File: config.mk
export PLATFORM = sky130hd
export DESIGN_NAME = mmd_decoder
export DESIGN_NICKNAME = d
export VERILOG_FILES = /design/src/include/mmd_pkg.sv /design/src/logic/mmd_decoder.sv
export SDC_FILE = /design/constraint.sdc
export NUM_CORES = 1
export LEC_CHECK = 0
export BUFFER_PORTS_ARGS = -buffer_cell sky130_fd_sc_hd__buf_2
export CORE_ASPECT_RATIO = 0.8
export CORE_MARGIN = 8
export CORE_UTILIZATION = 48
export DETAILED_ROUTE_END_ITERATION = 10
export PLACE_DENSITY = 0.86
export SLEW_MARGIN = 15
export SYNTH_ARGS = -nofsm -noshare
export SYNTH_HDL_FRONTEND = slang
export SYNTH_SLANG_ARGS = --single-unit
File: constraint.sdc
create_clock -name clk_i -period 2.5 [get_ports clk_i]
set_input_delay 0.25 -clock clk_i [delete_from_list [all_inputs] [get_ports clk_i]]
set_output_delay 0.25 -clock clk_i [all_outputs]
set_load 0.02 [all_outputs]
File: src/include/mmd_pkg.sv
/*
 Shared constants, enumerations and carrier structs of the memory map
 decoder: region bases, register-space offsets, byte lanes and states.
 Assumes a single 32-bit byte-addressed core bus and one system clock.
*/
package mmd_pkg;

    localparam int unsigned DW = 32;
    localparam int unsigned REG_OFS_W = 16;
    // Both flash banks together span 128 kB
    localparam int unsigned FL_OFS_W = 17;
    localparam int unsigned FL_HW_W = FL_OFS_W - 1;
    // Erase/program pages of 512 bytes
    localparam int unsigned PAGE_SHIFT = 9;
    localparam int unsigned PAGE_W = FL_OFS_W - PAGE_SHIFT;
    localparam int unsigned SRAM_AW = 11;
    localparam int unsigned LANE_W = 2;

    localparam logic [31:0] ALIAS_LIMIT = 32'h0002_0000;
    localparam logic [31:0] SRAM_BASE = 32'h0004_0000;
    localparam logic [31:0] FL1_BASE = 32'h0008_0000;
    localparam logic [31:0] FL0_BASE = 32'h0009_0000;
    localparam logic [31:0] FL0_USER_END = 32'h0009_f700;
    localparam logic [31:0] FL_END = 32'h000a_0000;
    localparam logic [31:0] REG_BASE = 32'hffff_0000;

    localparam logic [15:0] OFS_SYS = 16'h0200;
    localparam logic [15:0] OFS_ALIAS = 16'h0220;
    localparam logic [15:0] OFS_TMR = 16'h0300;
    localparam logic [15:0] OFS_PWR = 16'h0400;
    localparam logic [15:0] OFS_PSM = 16'h0440;
    localparam logic [15:0] OFS_SLOW = 16'h0480;
    localparam logic [15:0] OFS_GPIO = 16'h0d00;
    localparam logic [15:0] OFS_GPIO_END = 16'h0e00;
    localparam logic [15:0] OFS_FCTL = 16'h0f80;
    localparam logic [15:0] OFS_REG_END = 16'h1000;
    localparam logic [15:0] OFS_WORD_MASK = 16'hfffc;

    localparam logic ALIAS_RST = 1'b1;
    localparam int unsigned ALIAS_BIT = 0;

    localparam logic [31:0] MASK_BYTE = 32'h0000_00ff;
    localparam logic [31:0] MASK_HALF = 32'h0000_ffff;
    localparam logic [3:0] BE_BYTE = 4'h1;
    localparam logic [3:0] BE_HALF = 4'h3;
    localparam logic [3:0] BE_WORD = 4'hf;

    localparam int unsigned RG_IRQ = 0;
    localparam int unsigned RG_SYS = 1;
    localparam int unsigned RG_TMR = 2;
    localparam int unsigned RG_PWR = 3;
    localparam int unsigned RG_PSM = 4;
    localparam int unsigned RG_APB = 5;
    localparam int unsigned RG_GPIO = 6;
    localparam int unsigned RG_FCTL = 7;
    localparam int unsigned RG_N = 8;

    typedef enum logic [1:0] {
        SZ_BYTE = 2'b00,
        SZ_HALF = 2'b01,
        SZ_WORD = 2'b10
    } mmd_size_e;

    typedef enum logic [2:0] {
        TG_NONE = 3'b000,
        TG_SRAM = 3'b001,
        TG_FLASH = 3'b010,
        TG_REG = 3'b011,
        TG_ALIAS = 3'b100
    } mmd_tgt_e;

    typedef enum logic [2:0] {
        ST_IDLE = 3'b000,
        ST_ONE = 3'b001,
        ST_SLOW1 = 3'b010,
        ST_SLOW2 = 3'b011,
        ST_FLO = 3'b100,
        ST_FHI = 3'b101
    } mmd_state_e;

    typedef struct packed {
        logic valid;
        logic write;
        mmd_size_e size;
        logic [31:0] addr;
        logic [DW-1:0] wdata;
    } mmd_req_s;

    typedef struct packed {
        logic en;
        logic we;
        logic [3:0] be;
        logic [SRAM_AW-1:0] addr;
        logic [DW-1:0] wdata;
    } mmd_sram_s;

    typedef struct packed {
        logic rd;
        logic bank0;
        logic boot;
        logic [PAGE_W-1:0] page;
        logic [FL_HW_W-1:0] addr;
    } mmd_flash_s;

    typedef struct packed {
        logic [RG_N-1:0] sel;
        logic we;
        logic [3:0] be;
        logic [REG_OFS_W-1:0] addr;
        logic [DW-1:0] wdata;
    } mmd_reg_s;

endpackage

File: src/logic/mmd_decoder.sv
/*
 Memory map decoder: routes each core access to SRAM, the 16-bit flash
 array, the internal alias-select register or a register-space region,
 and returns aligned read data with a one-cycle acknowledge.
 Assumes same-clock targets whose read data is valid while their strobe
 is high, and a core that waits for the acknowledge between accesses.
*/
// Contract
// - After reset, flash is aliased into the region at address zero.
// - Clearing bit 0 of alias select maps SRAM at address zero.
// - Words are little endian, lowest byte at lowest address.
// - Bank 0 decodes from 0x90000; top 1152 halfwords are boot page.
// - Bank 1 decodes 0x80000 to 0x90000, 32k halfwords, all user.
// - A 32-bit flash fetch takes two consecutive 16-bit array reads.
// - Flash is split into erase/program pages of 512 bytes.
// - Flash fetch runs full rate for 16-bit, half rate for 32-bit.
// - SRAM is 2k 32-bit words, one access per full word.
// - Fast-bus registers take one cycle, peripheral-bus registers two.
// - Interrupt controller, system control, flash controller and GPIO sit on the fast bus.
// - Register space occupies the top 64 kB; avoid reserved holes.
// - The core sees one linear byte-addressed 32-bit space.
// - Interrupt controller region at 0xFFFF0000 has single-cycle access.
// - System control region at 0xFFFF0200 has single-cycle access.
// - Timer, clock/power, supply-monitor regions have two-cycle access.
`timescale 1ns/10ps

module mmd_decoder #(
    parameter int unsigned SRAM_WORDS = 2048
) (
    input wire logic clk_i,
    input wire logic resetn_i,
    input mmd_pkg::mmd_req_s core_req_i,
    output logic core_ack_o,
    output logic [mmd_pkg::DW-1:0] core_rdata_o,
    output logic alias_flash_o,
    output mmd_pkg::mmd_sram_s sram_o,
    input wire logic [mmd_pkg::DW-1:0] sram_rdata_i,
    output mmd_pkg::mmd_flash_s flash_o,
    input wire logic [15:0] flash_rdata_i,
    output mmd_pkg::mmd_reg_s reg_o,
    input wire logic [mmd_pkg::DW-1:0] reg_rdata_i
);
    import mmd_pkg::*;

    localparam logic [31:0] SRAM_SPAN = 32'(SRAM_WORDS * 4);

    if (SRAM_WORDS == 0 || SRAM_WORDS > (1 << SRAM_AW)) begin : g_chk
        $error("SRAM_WORDS does not fit the SRAM address field");
    end

    // The range compares below rely on aligned, disjoint, ordered regions
    if (FL1_BASE[FL_OFS_W-1:0] != '0) begin : g_chk_fl_align
        $error("Flash base is not aligned to the flash span");
    end
    if ((FL_END - FL1_BASE) != (32'h1 << FL_OFS_W)) begin : g_chk_fl_span
        $error("Flash span does not match the flash offset width");
    end
    if (FL0_USER_END <= FL0_BASE || FL0_USER_END >= FL_END) begin : g_chk_boot
        $error("Boot page start lies outside bank 0");
    end
    if (PAGE_SHIFT >= FL_OFS_W) begin : g_chk_page
        $error("Page size exceeds the flash span");
    end
    if (SRAM_BASE < ALIAS_LIMIT || SRAM_BASE + SRAM_SPAN > FL1_BASE) begin : g_chk_sram
        $error("SRAM overlaps the alias window or the flash");
    end
    if (SRAM_SPAN > ALIAS_LIMIT) begin : g_chk_alias_win
        $error("SRAM does not fit the alias window");
    end
    if (REG_BASE[REG_OFS_W-1:0] != '0) begin : g_chk_reg_base
        $error("Register space base is not aligned");
    end
    if (OFS_ALIAS < OFS_SYS || OFS_ALIAS >= OFS_TMR) begin : g_chk_alias_ofs
        $error("Alias select must sit in the system control region");
    end
    if (OFS_SYS >= OFS_TMR || OFS_TMR >= OFS_PWR || OFS_PWR >= OFS_PSM
            || OFS_PSM >= OFS_SLOW || OFS_SLOW >= OFS_GPIO) begin : g_chk_slow_order
        $error("Register regions are not in ascending order");
    end
    if (OFS_GPIO_END > OFS_FCTL || OFS_FCTL >= OFS_REG_END) begin : g_chk_fast_order
        $error("GPIO and flash controller regions overlap");
    end
    if (DW != (8 << LANE_W)) begin : g_chk_lanes
        $error("Byte lane width does not match the data width");
    end

    mmd_state_e state_q, state_d;
    mmd_tgt_e tgt_q, tgt_d;
    mmd_size_e size_q, size_d;
    logic [LANE_W-1:0] lane_q, lane_d;
    logic wr_q, wr_d;
    logic [15:0] lo_q, lo_d;
    logic alias_q, alias_d;
    logic ack_q, ack_d;
    logic [DW-1:0] rdata_q, rdata_d;
    mmd_sram_s sram_q, sram_d;
    mmd_flash_s flash_q, flash_d;
    mmd_reg_s reg_q, reg_d;

    // Address decode of the request on the core bus
    wire [31:0] a = core_req_i.addr;
    wire [LANE_W-1:0] lane = a[LANE_W-1:0];
    wire [REG_OFS_W-1:0] ofs = a[REG_OFS_W-1:0];
    wire [FL_OFS_W-1:0] fl_off = a[FL_OFS_W-1:0];
    wire in_alias = a < ALIAS_LIMIT;
    wire hit_sram_alias = in_alias && !alias_q && a < SRAM_SPAN;
    wire hit_sram_phys = a >= SRAM_BASE && a < SRAM_BASE + SRAM_SPAN;
    wire hit_sram = hit_sram_alias || hit_sram_phys;
    wire hit_flash_alias = in_alias && alias_q;
    wire hit_flash_phys = a >= FL1_BASE && a < FL_END;
    wire hit_flash = hit_flash_alias || hit_flash_phys;
    wire hit_regs = a >= REG_BASE;

    // Both banks share the low offset bits, so alias and physical agree
    localparam logic [FL_OFS_W-1:0] FL0_OFS = FL_OFS_W'(FL0_BASE - FL1_BASE);
    localparam logic [FL_OFS_W-1:0] BOOT_OFS = FL_OFS_W'(FL0_USER_END - FL1_BASE);
    wire fl_bank0 = fl_off >= FL0_OFS;
    wire fl_boot = fl_off >= BOOT_OFS;
    wire [PAGE_W-1:0] fl_page = fl_off[FL_OFS_W-1:PAGE_SHIFT];
    wire [FL_HW_W-1:0] fl_hw = fl_off[FL_OFS_W-1:1];
    wire [FL_HW_W-1:0] fl_hw_word = {fl_off[FL_OFS_W-1:2], 1'b0};
    wire fl_word = core_req_i.size == SZ_WORD;

    // Register-space regions
    wire r_irq = ofs < OFS_SYS;
    wire r_sys = ofs >= OFS_SYS && ofs < OFS_TMR;
    wire r_tmr = ofs >= OFS_TMR && ofs < OFS_PWR;
    wire r_pwr = ofs >= OFS_PWR && ofs < OFS_PSM;
    wire r_psm = ofs >= OFS_PSM && ofs < OFS_SLOW;
    wire r_apb = ofs >= OFS_SLOW && ofs < OFS_GPIO;
    wire r_gpio = ofs >= OFS_GPIO && ofs < OFS_GPIO_END;
    wire r_fctl = ofs >= OFS_FCTL && ofs < OFS_REG_END;
    wire [RG_N-1:0] rsel;
    assign rsel[RG_IRQ] = r_irq;
    assign rsel[RG_SYS] = r_sys;
    assign rsel[RG_TMR] = r_tmr;
    assign rsel[RG_PWR] = r_pwr;
    assign rsel[RG_PSM] = r_psm;
    assign rsel[RG_APB] = r_apb;
    assign rsel[RG_GPIO] = r_gpio;
    assign rsel[RG_FCTL] = r_fctl;
    // Fast bus: interrupt and system control, GPIO, flash controller
    wire rg_fast = r_irq || r_sys || r_gpio || r_fctl;
    wire rg_any = |rsel;
    wire hit_alias_reg = hit_regs && (ofs & OFS_WORD_MASK) == OFS_ALIAS;

    // Little-endian byte lanes: lane n carries address offset n
    wire [4:0] lane_bits = {lane, 3'b000};
    wire [4:0] rlane_bits = {lane_q, 3'b000};
    wire [3:0] be_half = BE_HALF << {lane[1], 1'b0};
    wire [3:0] be_byte = BE_BYTE << lane;
    wire [3:0] be = core_req_i.size == SZ_WORD ? BE_WORD :
                    core_req_i.size == SZ_HALF ? be_half : be_byte;
    wire [DW-1:0] wlane = core_req_i.wdata << lane_bits;
    // Bit 0 lives in byte lane 0; writes that skip that lane leave it alone
    wire alias_wr = core_req_i.write && be[0];

    // Raw word as seen on the 32-bit bus, before right alignment
    wire [DW-1:0] fl_half = lane_q[1] ? {flash_rdata_i, 16'h0000} :
                                        {16'h0000, flash_rdata_i};
    wire [DW-1:0] fl_raw = state_q == ST_FHI ? {flash_rdata_i, lo_q} : fl_half;
    wire [DW-1:0] alias_raw = {{(DW - 1){1'b0}}, alias_q};
    wire [DW-1:0] raw = tgt_q == TG_SRAM ? sram_rdata_i :
                        tgt_q == TG_FLASH ? fl_raw :
                        tgt_q == TG_REG ? reg_rdata_i :
                        tgt_q == TG_ALIAS ? alias_raw : '0;
    wire [DW-1:0] shifted = raw >> rlane_bits;
    wire [DW-1:0] size_mask = size_q == SZ_WORD ? '1 :
                              size_q == SZ_HALF ? MASK_HALF : MASK_BYTE;
    wire [DW-1:0] aligned = shifted & size_mask;
    wire last = state_q == ST_ONE || state_q == ST_SLOW2 || state_q == ST_FHI;

    always_comb begin
        state_d = state_q;
        tgt_d = tgt_q;
        size_d = size_q;
        lane_d = lane_q;
        wr_d = wr_q;
        lo_d = lo_q;
        alias_d = alias_q;
        ack_d = 1'b0;
        rdata_d = rdata_q;
        sram_d = sram_q;
        flash_d = flash_q;
        reg_d = reg_q;
        case (state_q)
            ST_IDLE: begin
                if (core_req_i.valid) begin
                    size_d = core_req_i.size;
                    lane_d = lane;
                    wr_d = core_req_i.write;
                    tgt_d = TG_NONE;
                    state_d = ST_ONE;
                    if (hit_sram) begin
                        tgt_d = TG_SRAM;
                        sram_d.en = 1'b1;
                        sram_d.we = core_req_i.write;
                        sram_d.be = be;
                        sram_d.addr = a[SRAM_AW+1:2];
                        sram_d.wdata = wlane;
                    end else if (hit_flash) begin
                        // Array is read-only here; writes fall through as no-ops
                        if (!core_req_i.write) begin
                            tgt_d = TG_FLASH;
                            flash_d.rd = 1'b1;
                            flash_d.bank0 = fl_bank0;
                            flash_d.boot = fl_boot;
                            flash_d.page = fl_page;
                            flash_d.addr = fl_word ? fl_hw_word : fl_hw;
                            if (fl_word) begin
                                state_d = ST_FLO;
                            end
                        end
                    end else if (hit_alias_reg) begin
                        tgt_d = TG_ALIAS;
                        if (alias_wr) begin
                            alias_d = core_req_i.wdata[ALIAS_BIT];
                        end
                    end else if (hit_regs && rg_any) begin
                        tgt_d = TG_REG;
                        reg_d.sel = rsel;
                        reg_d.we = core_req_i.write;
                        reg_d.be = be;
                        reg_d.addr = ofs;
                        reg_d.wdata = wlane;
                        if (!rg_fast) begin
                            state_d = ST_SLOW1;
                        end
                    end
                end
            end
            ST_SLOW1: begin
                // Peripheral bus keeps the strobe for a second cycle
                state_d = ST_SLOW2;
            end
            ST_FLO: begin
                // Low halfword first, then the next halfword up
                lo_d = flash_rdata_i;
                flash_d.addr = FL_HW_W'(flash_q.addr + 1'b1);
                state_d = ST_FHI;
            end
            ST_ONE, ST_SLOW2, ST_FHI: begin
                state_d = ST_IDLE;
            end
            default: begin
                state_d = ST_IDLE;
            end
        endcase
        // Last cycle: answer the core and drop every strobe
        if (last) begin
            ack_d = 1'b1;
            rdata_d = wr_q ? '0 : aligned;
            sram_d.en = 1'b0;
            flash_d.rd = 1'b0;
            reg_d.sel = '0;
        end
    end

    always_ff @(posedge clk_i or negedge resetn_i) begin
        if (!resetn_i) begin
            state_q <= ST_IDLE;
            tgt_q <= TG_NONE;
            size_q <= SZ_BYTE;
            lane_q <= '0;
            wr_q <= 1'b0;
            lo_q <= '0;
            alias_q <= ALIAS_RST;
        end else begin
            state_q <= state_d;
            tgt_q <= tgt_d;
            size_q <= size_d;
            lane_q <= lane_d;
            wr_q <= wr_d;
            lo_q <= lo_d;
            alias_q <= alias_d;
        end
    end

    always_ff @(posedge clk_i or negedge resetn_i) begin
        if (!resetn_i) begin
            ack_q <= 1'b0;
            rdata_q <= '0;
            sram_q <= '0;
            flash_q <= '0;
            reg_q <= '0;
        end else begin
            ack_q <= ack_d;
            rdata_q <= rdata_d;
            sram_q <= sram_d;
            flash_q <= flash_d;
            reg_q <= reg_d;
        end
    end

    assign core_ack_o = ack_q;
    assign core_rdata_o = rdata_q;
    assign alias_flash_o = alias_q;
    assign sram_o = sram_q;
    assign flash_o = flash_q;
    assign reg_o = reg_q;

endmodule

* After elaboration in Yosys (flattened, before gate mapping)
Cells that the tools add are included. Widths: inputs -> output; s select.
Storage, ports and cells: logic and storage cells 165, output and inout port bits 171, bits of input ports 150, register bits after elaboration 198
Cells by class: equality and inequality tests 22, shift operators 4, $lt $le $gt $ge 24, bitwise gates (word level) 5, add/subtract/negate cells 1, reductions and logical operators 40, muxes and demuxes 45
Operator list (count):
- $mux 61 | 6
- $mux 32 | 7
- $mux 49 | 3
- $mux 27 | 4
- $ge 16x11->1 const B | 3
- $lt 16x11->1 const B | 3
- $ge 17x17->1 const B | 2
- $and 32x32->32 | 1
- $ge 16x10->1 const B | 2
- $ge 16x12->1 const B | 2
- $ge 32x19->1 const B | 1
- $ge 32x20->1 const B | 1
- $ge 32x32->1 const B | 1
- $lt 16x10->1 const B | 2
- $lt 16x12->1 const B | 2
- $lt 32x14->1 const B | 1
- $lt 32x18->1 const B | 1
- $lt 32x19->1 const B | 1
- $lt 32x20->1 const B | 1
- $pmux 16 s2 | 1
- $shl 32x5->32 | 1
- $shr 32x5->32 | 1
- $mux 3 | 8
- $reduce_and 6->1 | 3
- other kinds (29) | 83

* Logic depth before layout (Yosys ltp)
Gate-level depths: netlist of the first run.
depth after elaboration 12, gate-level depth with buffers 9, gate-level depth less buffers 6

* Worst setup path after synthesis of the first run
OpenSTA, ideal clock, no wires.
path kind input -> register, from input core_req_i[34] (netlist bit), to register reg_q (netlist bit reg_o[10]), arrival 2.278 ns, stages on the path 7, setup time 0.125 ns, setup slack 0.097 ns, path buffers 2, required time 2.375 ns, cells stage by stage or4b_1 -> o41a_1 -> o311a_4 -> and2_4 -> buf_12 -> buf_12 -> mux2_4
On the way: longest elaborated chain between the ends 6, elaborated cells on any way between the ends 44, classes of those cells 22 x order compare; 1 x eq/ne; 3 x bitwise; 18 x reduce/logical
RTL lines:
- start: declaration | line mmd_decoder.sv:32 | input mmd_pkg::mmd_req_s core_req_i,
- $lt 32x18->1 | line mmd_decoder.sv:105 | wire in_alias = a < ALIAS_LIMIT;
- $logic_and 1x1->1 (2 in series) | line mmd_decoder.sv:106 | wire hit_sram_alias = in_alias && !alias_q && a < SRAM_SPAN;
- $logic_or 1x1->1 | line mmd_decoder.sv:108 | wire hit_sram = hit_sram_alias || hit_sram_phys;
- $not 1->1 (no line)
- $reduce_and 6->1 (no line) *
- end signal: assignment | line mmd_decoder.sv:291 | reg_q <= reg_d;
- end: declaration | line mmd_decoder.sv:98 | mmd_reg_s reg_q, reg_d;
Every way passes the cells marked *; elsewhere a longest branch is shown, timed or not. A chain may end at the register's enable or synchronous reset.

* Final worst setup path of the first run
from register state_q[1], to register rdata_q[11] (netlist: core_rdata_o[11])
On the way: longest elaborated chain between the ends 7, elaborated cells on any way between the ends 11, classes of those cells 3 x eq/ne; 1 x shift; 4 x mux; 1 x bitwise; 2 x reduce/logical
RTL lines:
- start: declaration | line mmd_decoder.sv:87 | mmd_state_e state_q, state_d;
- start signal: assignment | line mmd_decoder.sv:269 | state_q <= state_d;
- $eq 3x3->1 | line mmd_decoder.sv:161, mmd_decoder.sv:171
- $mux 32 | line mmd_decoder.sv:161 | wire [DW-1:0] fl_raw = state_q == ST_FHI ? {flash_rdata_i, lo_q} : fl_half;
- $mux 32 | line mmd_decoder.sv:164 | tgt_q == TG_FLASH ? fl_raw :
- $mux 32 | line mmd_decoder.sv:163 | wire [DW-1:0] raw = tgt_q == TG_SRAM ? sram_rdata_i :
- $shr 32x5->32 | line mmd_decoder.sv:167 | wire [DW-1:0] shifted = raw >> rlane_bits;
- $and 32x32->32 | line mmd_decoder.sv:170 | wire [DW-1:0] aligned = shifted & size_mask;
- $mux 32 | line mmd_decoder.sv:252 | rdata_d = wr_q ? '0 : aligned;
- end signal: assignment | line mmd_decoder.sv:288 | rdata_q <= rdata_d;
- end: declaration | line mmd_decoder.sv:95 | logic [DW-1:0] rdata_q, rdata_d;
Parallel ways exist; a longest one is shown, timed or not.

==> results of run 1 <==
[sequential cells by signal (all words and copies together), names as in the netlist]
signal         cells
core_ack_o         1
wr_q               1
lane_q             2
lo_q              16
reg_o             61
core_rdata_o      32
tgt_q              3
flash_o           27
alias_flash_o      1
size_q             2
state_q            3
sram_o            49
[metrics by stage]
step	utilization [%]	power [mW]	cells	setup WS (ns)	setup TNS, ns
2_1_floorplan	-	3.65	965	0.0970	0
3_3_place_gp	57.7	4.02	1536	-0.0230	-0.480
3_5_place_dp	57.7	4.03	1536	-0.0802	-2.55
4_1_cts	60.9	7.05	1569	0.234	0
5_1_grt	60.9	7.24	1569	0.0316	0
6_report	60.9	7.01	1569	0.173	0
[worst reg2reg max path: stages (launching register included)]
cell	delay [ns]
sky130_fd_sc_hd__dfrtp_1	0.52
sky130_fd_sc_hd__nand3b_1	0.45
sky130_fd_sc_hd__a21oi_1	0.14
sky130_fd_sc_hd__buf_4	0.22
sky130_fd_sc_hd__a21oi_1	0.44
sky130_fd_sc_hd__o21ai_0	0.18
sky130_fd_sc_hd__a221o_1	0.28
[where the power goes]
group / internal (mW) / switching (mW) / total [mW]
sequential: 3.23 / 0.0402 / 3.27
clock: 1.45 / 1.58 / 3.03
combinational: 0.262 / 0.445 / 0.707
[per-layer routing]
layer	wire length, um	track usage, %	vias up
met4	1080	9.40	0
li1	-	-	4127
met5	0	0	-
met1	14600	33.3	4515
met2	15700	39.8	550
met3	3050	7.06	78
[kinds of logic (layout without fill, tap and decap cells)]
family / Yosys count / after routing / synth area share (%)
fa+ha+maj: 2 / 2 / 0.244
flops: 198 / 198 / 48.3
buf+inv: 84 / 413 / 4.11
mux: 165 / 165 / 19.1
xor+xnor: 1 / 1 / 0.0854
compound gates: 206 / 206 / 13.5
simple gates: 309 / 309 / 14.6
[path summary, 6_finish.rpt]
path,from,depth (start not counted),slack [ns],endpoint
max reg2reg,state_q[1]$_DFFE_PN0P_,6,0.17,core_rdata_o[11]$_DFFE_PN0N_
min,flash_rdata_i[15],3,0.04,lo_q[15]$_DFFE_PN0P_
min reg2reg,flash_o[21]$_DFFE_PN0P_,2,0.47,flash_o[21]$_DFFE_PN0P_
max,state_q[1]$_DFFE_PN0P_,6,0.17,core_rdata_o[11]$_DFFE_PN0N_
min in group asynchronous,resetn_i,2,0.40,flash_o[14]$_DFFE_PN0P_
max in group asynchronous,resetn_i,3,1.32,lo_q[9]$_DFFE_PN0P_
[layout by cell type (no fill, tap or decap), types with 10 or more instances in the layout]
master                        n
sky130_fd_sc_hd__clkbuf_16   17
sky130_fd_sc_hd__a21oi_1     44
sky130_fd_sc_hd__o21ai_0     54
sky130_fd_sc_hd__buf_2      319
sky130_fd_sc_hd__nand3_1     17
sky130_fd_sc_hd__a211oi_1    19
sky130_fd_sc_hd__nor4_1      10
sky130_fd_sc_hd__and2_1      10
sky130_fd_sc_hd__nor2b_1     26
sky130_fd_sc_hd__nor3_1      17
sky130_fd_sc_hd__o22ai_1     11
sky130_fd_sc_hd__mux2i_1     60
sky130_fd_sc_hd__mux2_2      57
sky130_fd_sc_hd__dfrtp_1    196
sky130_fd_sc_hd__nor2_1      47
sky130_fd_sc_hd__nand4_1     16
sky130_fd_sc_hd__and3_1      13
sky130_fd_sc_hd__nand2_1    123
sky130_fd_sc_hd__mux2_4      48
sky130_fd_sc_hd__inv_1       12
sky130_fd_sc_hd__buf_4       42
[cell type report]
class	count	area share [%]
clock inverters	15	1.84
well taps	275	2.66
repair buffers	368	15.7
clock buffers	17	3.29
flip-flops and latches	198	38.3
multi-input cells	683	37.8
inverters	13	0.377
==> summary.md, run 1 <==
Outcome
- **outcome** completed

Route
- **Via density** 5.91
- **number of remaining DRC errors** 0
- **total wire length after detailed routing** 34500 um
- **Detailed Route Iter0 Violations** 771
- **Routed wire per std cell** 22.0 um
- **antenna violation net count after detailed routing** 0
- **length of the first detailed-routing pass in iterations** 5
- **total via count in the routed design** 9270

Yosys
- **Synthesized Nets** 1117
- **Gate Count Post-Synth** 965
- **#FFs+latches synth** 198
- **most frequently used flop master after synthesis** sky130_fd_sc_hd__dfrtp_1
- **synthesized area** 10300 um2
- **post-synth cell types** 63
- **top cells by area in the synthesized netlist** sky130_fd_sc_hd__dfrtp_1 (48%), sky130_fd_sc_hd__mux2_4 (7.0%), sky130_fd_sc_hd__mux2_2 (6.3%)
- **synthesized area divided by synthesized cell count** 10.6 um2
- **portion of synthesized cell area occupied by the leading cell type** 48.1%
- **portion of the post-synthesis area used by sequential elements** 48.3%
- **count of yosys warnings during synthesis** 0
- **count of flip-flops with a built-in enable after synthesis** 0
- **ranking of synthesized cells by instance count** sky130_fd_sc_hd__dfrtp_1 (197), sky130_fd_sc_hd__nand2_1 (123), sky130_fd_sc_hd__mux2i_1 (60)
- **cell with the most instances after synthesis** sky130_fd_sc_hd__dfrtp_1
- **dominant cell type by area after synthesis** sky130_fd_sc_hd__dfrtp_1
- **share of synthesized registers carrying an async set or reset** 100%

Clock tree
- **Sink Count** 198
- **number of gates resized after cts** 0
- **clock slew at the register clock pins of the worst setup and hold paths** 0.08 ns
- **Max Root-Sink Buffers** 2
- **TritonCTS clock tree** done
- **maximum level of the CTS H-tree** 4
- **clock network latency to the later pin of the worst-skew pair** 0.45 ns
- **Clock Root Buffer** sky130_fd_sc_hd__clkbuf_16
- **buffers inserted during post-CTS setup optimization** 0
- **clock buffer count from CTS** 17
- **CTS Hold Buffers Added** 1

Floorplanning
- **Starting Density** 48.2%
- **cell row count** 48
- **top-level I/O count** 321
- **Horiz. Die Dim** 179 um
- **Total Die Area** 26300 um2
- **placeable core region** 21300 um2
- **chip height** 147 um

Placed design
- **routability-driven placement congestion ratio** 0.904
- **Placement Cell Area** 12300 um2
- **Port Buffers** 320
- **half-perimeter wire length after placement** 26500 um

Critical path
- **startpoint type of the worst setup path** flip-flop
- **most frequent cell on the critical path** sky130_fd_sc_hd__a21oi_1
- **peak fanout along the critical path** 21
- **critical path cell sequence** nand3b_1 > a21oi_1 > buf_4 > a21oi_1 > o21ai_0 > a221o_1
- **Largest delay share family, worst path** compound AO/OA/AOI/OAI gates
- **slowest library cell on the worst path** sky130_fd_sc_hd__dfrtp_1
- **crit end category** flip-flop
- **data arrival at the endpoint of the critical path** 2.66 ns
- **count of buffer and inverter cells on the critical path** 1
- **critical path type** reg -> reg
- **crit-path max cell delay** 0.52 ns
- **required time worst endpoint** 2.83 ns

STA
- **transition at the pin with the smallest max-transition slack** 0.754 ns
- **Highest Clock Rate** 430 MHz
- **max_slew headroom** 49.7%
- **fraction of the cycle the final worst path needs** 93.1%
- **hold violation total from the final report** 0
- **Final setup violation count** 0
- **unrepaired setup endpoints after global routing** false
- **Final Hold Slack** 0.0379 ns
- **setup clock skew after layout** 0.0173 ns
- **min Tclk post-route** 2.33 ns
- **Max Transition Viols Final** 0

Job
- **maxcap violations** 0

Cells and area
- **flip-flop and latch area** 4960 um2
- **Area Overhead vs Synth** 26.2%
- **share of layout cells above drive strength 1** 40.1%
- **count of antenna diodes in the layout** 0
- **fill count** 1713
- **number of nets in the layout** 1433
- **cell area after layout** 12900 um2
- **area taken by multi-input logic gates** 4890 um2

Power and ir drop
- **leakage component of the power** 6.71 nW
- **power density cells** 542 nW/um2
- **Peak VDD IR** 0.508 mV

Min path
- **worst min-delay path category** in -> reg

Global route
- **overflow left after global routing** 0
- **global-route wire length before repair** 53400 um
- **initial antenna violation count** 0
- **global-route total usage across every layer** 25.4%
- **maximum number of pins on one net before global-route repair** 71
- **number of global-route vias before repair** 9453

Power figures use the tool's default switching activity.
==> inputs of run 2 (changes only) <==
==> constraint.sdc (replaced) <==
create_clock -name clk_i -period 2.2 [get_ports clk_i]
set_input_delay 0.22 -clock clk_i [delete_from_list [all_inputs] [get_ports clk_i]]
set_output_delay 0.22 -clock clk_i [all_outputs]
set_load 0.02 [all_outputs]
==> run 2 against run 1 <==
  * Core utilization increased by 0.64 points
  * Register-to-register slack got worse by 0.07 ns
  * Clock-buffer cell count unchanged
  * Wire length increased by 2.5%
  * Fmax increased by 11%
  * Hold slack got worse by 0.017 ns
  * Critical path type unchanged
  * First-iteration DRC count increased by 13%
  * Clock skew increased by 0.0012 ns
  * Largest power group unchanged
  * Cell count increased by 1.3%
  * Power increased by 12%
  * Die area unchanged
==> summary.md, run 2 (same netlist as run 1, synthesis figures left out) <==
Outcome
- **outcome** completed, unchanged

Cells and area
- **leading cell type in the layout, fill and taps excluded** sky130_fd_sc_hd__buf_2, unchanged
- **fill count** 1701, was 1713
- **Area Overhead vs Synth** 27.5%, was 26.2%
- **final standard cell count with taps included and fillers excluded** 1589, was 1569
- **share of layout cells above drive strength 1** 40.7%, was 40.1%
- **flip-flop count of the largest register, all copies and words added** 61, unchanged
- **cell area after layout** 13100 um2, was 12900 um2
- **number of nets in the layout** 1453, was 1433
- **most frequent cells in the layout** sky130_fd_sc_hd__buf_2 (319), sky130_fd_sc_hd__dfrtp_1 (195), sky130_fd_sc_hd__nand2_1 (123), sky130_fd_sc_hd__mux2i_1 (60), sky130_fd_sc_hd__mux2_2 (57), was sky130_fd_sc_hd__buf_2 (319), sky130_fd_sc_hd__dfrtp_1 (196), sky130_fd_sc_hd__nand2_1 (123), sky130_fd_sc_hd__mux2i_1 (60), sky130_fd_sc_hd__mux2_2 (57)
- **count of antenna diodes in the layout** 0, unchanged

Placed design
- **Placement Cell Area** 12400 um2, was 12300 um2
- **half-perimeter wire length after placement** 26800 um, was 26500 um
- **number of instances in the placed design** 1550, was 1536
- **Port Buffers** 320, unchanged
- **pre-CTS setup slack** -0.244 ns, was -0.0802 ns
- **routability-driven placement congestion ratio** 0.926, was 0.904

Critical path
- **critical path type** reg -> reg, unchanged
- **critical path cell sequence** nor2_1 > nand3_1 > nor4_2 > buf_12 > mux2_2, was nand3b_1 > a21oi_1 > buf_4 > a21oi_1 > o21ai_0 > a221o_1
- **crit end category** flip-flop, unchanged
- **startpoint type of the worst setup path** flip-flop, unchanged
- **slowest library cell on the worst path** sky130_fd_sc_hd__dfrtp_1, unchanged
- **data arrival at the endpoint of the critical path** 2.41 ns, was 2.66 ns
- **required time worst endpoint** 2.52 ns, was 2.83 ns
- **peak fanout along the critical path** 50, was 21
- **crit-path max cell delay** 0.49 ns, was 0.52 ns

STA
- **Final Hold Slack** 0.0210 ns, was 0.0379 ns
- **final worst slack** 0.107 ns, was 0.173 ns
- **transition at the pin with the smallest max-transition slack** 0.629 ns, was 0.754 ns
- **max_slew headroom** 58.1%, was 49.7%
- **min Tclk post-route** 2.09 ns, was 2.33 ns
- **setup clock skew after layout** 0.0186 ns, was 0.0173 ns
- **Highest Clock Rate** 478 MHz, was 430 MHz
- **unrepaired setup endpoints after global routing** false, unchanged
- **Max Transition Viols Final** 0, unchanged
- **hold violation total from the final report** 0, unchanged
- **Final setup violation count** 0, unchanged
- **fraction of the cycle the final worst path needs** 95.1%, was 93.1%

Route
- **number of remaining DRC errors** 0, unchanged
- **antenna violation net count after detailed routing** 0, unchanged
- **Via density** 5.85, was 5.91
- **total via count in the routed design** 9291, was 9270
- **total wire length after detailed routing** 35300 um, was 34500 um
- **Detailed Route Iter0 Violations** 870, was 771
- **Routed wire per std cell** 22.2 um, was 22.0 um
- **length of the first detailed-routing pass in iterations** 5, unchanged

Global route
- **overflow left after global routing** 0, unchanged
- **global-route wire length before repair** 54600 um, was 53400 um
- **initial antenna violation count** 2, was 0
- **global-route total usage across every layer** 26.0%, was 25.4%
- **number of global-route vias before repair** 9494, was 9453
- **maximum number of pins on one net before global-route repair** 59, was 71

Power and ir drop
- **leakage component of the power** 6.78 nW, was 6.71 nW
- **Peak VDD IR** 0.427 mV, was 0.508 mV
- **net switching fraction of the power** 29.0%, was 29.5%
- **total net switching power** 2.27 mW, was 2.07 mW
- **power density cells** 599 nW/um2, was 542 nW/um2
- **portion of total power attributed to combinational logic** 10.5%, was 10.1%
- **sequential fraction of design power** 47.6%, was 46.7%
- **power share of the clock group** 41.9%, was 43.2%
- **internal power** 5.56 mW, was 4.94 mW

Clock tree
- **buffers inserted during post-CTS setup optimization** 0, unchanged
- **maximum level of the CTS H-tree** 4, unchanged
- **Max Root-Sink Buffers** 2, unchanged
- **clock network latency to the later pin of the worst-skew pair** 0.45 ns, about the same
- **clock slew at the register clock pins of the worst setup and hold paths** 0.08 ns, about the same
- **Clock Root Buffer** sky130_fd_sc_hd__clkbuf_16, unchanged
- **clock buffer count from CTS** 17, unchanged
- **Sink Count** 198, unchanged
- **TritonCTS clock tree** done, unchanged

Floorplanning
- **placeable core region** 21300 um2, unchanged
- **top-level I/O count** 321, unchanged
- **Horiz. Die Dim** 179 um, unchanged
- **Total Die Area** 26300 um2, unchanged
- **Starting Density** 48.2%, unchanged
- **cell row count** 48, unchanged
- **chip height** 147 um, unchanged

Min path
- **worst min-delay path category** in -> reg, unchanged

Job
- **maxcap violations** 0, unchanged

==> run 2: changes by cell type in the layout (fill, tap and decap cells not counted), sizes merged <==
cell / change
clkinv: +1
buf: +14
dlygate4sd3: +6
inv: -2
clkinvlp: +1
==> run 2: final cells by class <==
class                      instances  area (um2)  share of cell area, %
timing repair buffer             388        2210                   16.9
sequential                       198        4960                   37.9
tap                              275         344                   2.63
clock inverter                    15         190                   1.45
inverter                          13        48.8                  0.373
multi-input combinational        683        4890                   37.4
clock buffer                      17         425                   3.25
==> run 2: worst max-delay path: cells and delay by family (launching register included) <==
kind          cells  cell delay [ns]
buf+inv           1             0.32
flops             1             0.49
mux               1             0.37
simple gates      3             0.75
==> run 2: layer usage <==
metal	GRT usage, %	share of wire (%)
met5	0	0.076
met4	6.53	1.8
met3	8.66	9.9
met2	41.7	46
met1	33.6	42
==> run 2: power by group through the flow <==
stage	registers [mW]	logic, mW	clock network, mW
floorplan	3.80	0.342	0
global placement	3.79	0.783	0
CTS	3.72	0.819	3.31
detailed placement	3.79	0.801	0
global route	3.73	0.895	3.47
finish	3.72	0.824	3.28
==> run 2: worst paths after layout <==
kind                                    startpoint                      end  slack [ns]  depth (start not counted)
setup / recovery            state_q[1]$_DFFE_PN0P_   sram_o[10]$_DFFE_PN0P_        0.11                          5
hold / removal                    flash_rdata_i[9]      lo_q[9]$_DFFE_PN0P_        0.02                          3
setup reg to reg            state_q[1]$_DFFE_PN0P_   sram_o[10]$_DFFE_PN0P_        0.11                          5
hold reg to reg            flash_o[18]$_DFFE_PN0P_  flash_o[18]$_DFFE_PN0P_        0.47                          2
max in group asynchronous                 resetn_i   state_q[0]$_DFFE_PN0P_        1.12                          3
min in group asynchronous                 resetn_i   flash_o[2]$_DFFE_PN0P_        0.34                          2
==> run 2: timing repair <==
| action | CTS | global route |
|---|---|---|
| endpoints found under the hold margin | 59 | 0 |
| gates resized for setup | 0 | 1 |
| hold buffers | 7 | 0 |
| endpoints found under the setup margin | 0 | 2 |
==> run 2: per-stage QoR <==
step	TNS [ns]	total power, mW	utilization [%]
after floorplan	-5.42	4.14	-
after global placement	-10.18	4.57	58.3
final	0	7.83	61.5
after CTS	0	7.84	61.5
after global routing	0	8.09	61.5
after detailed placement	-11.93	4.59	58.3
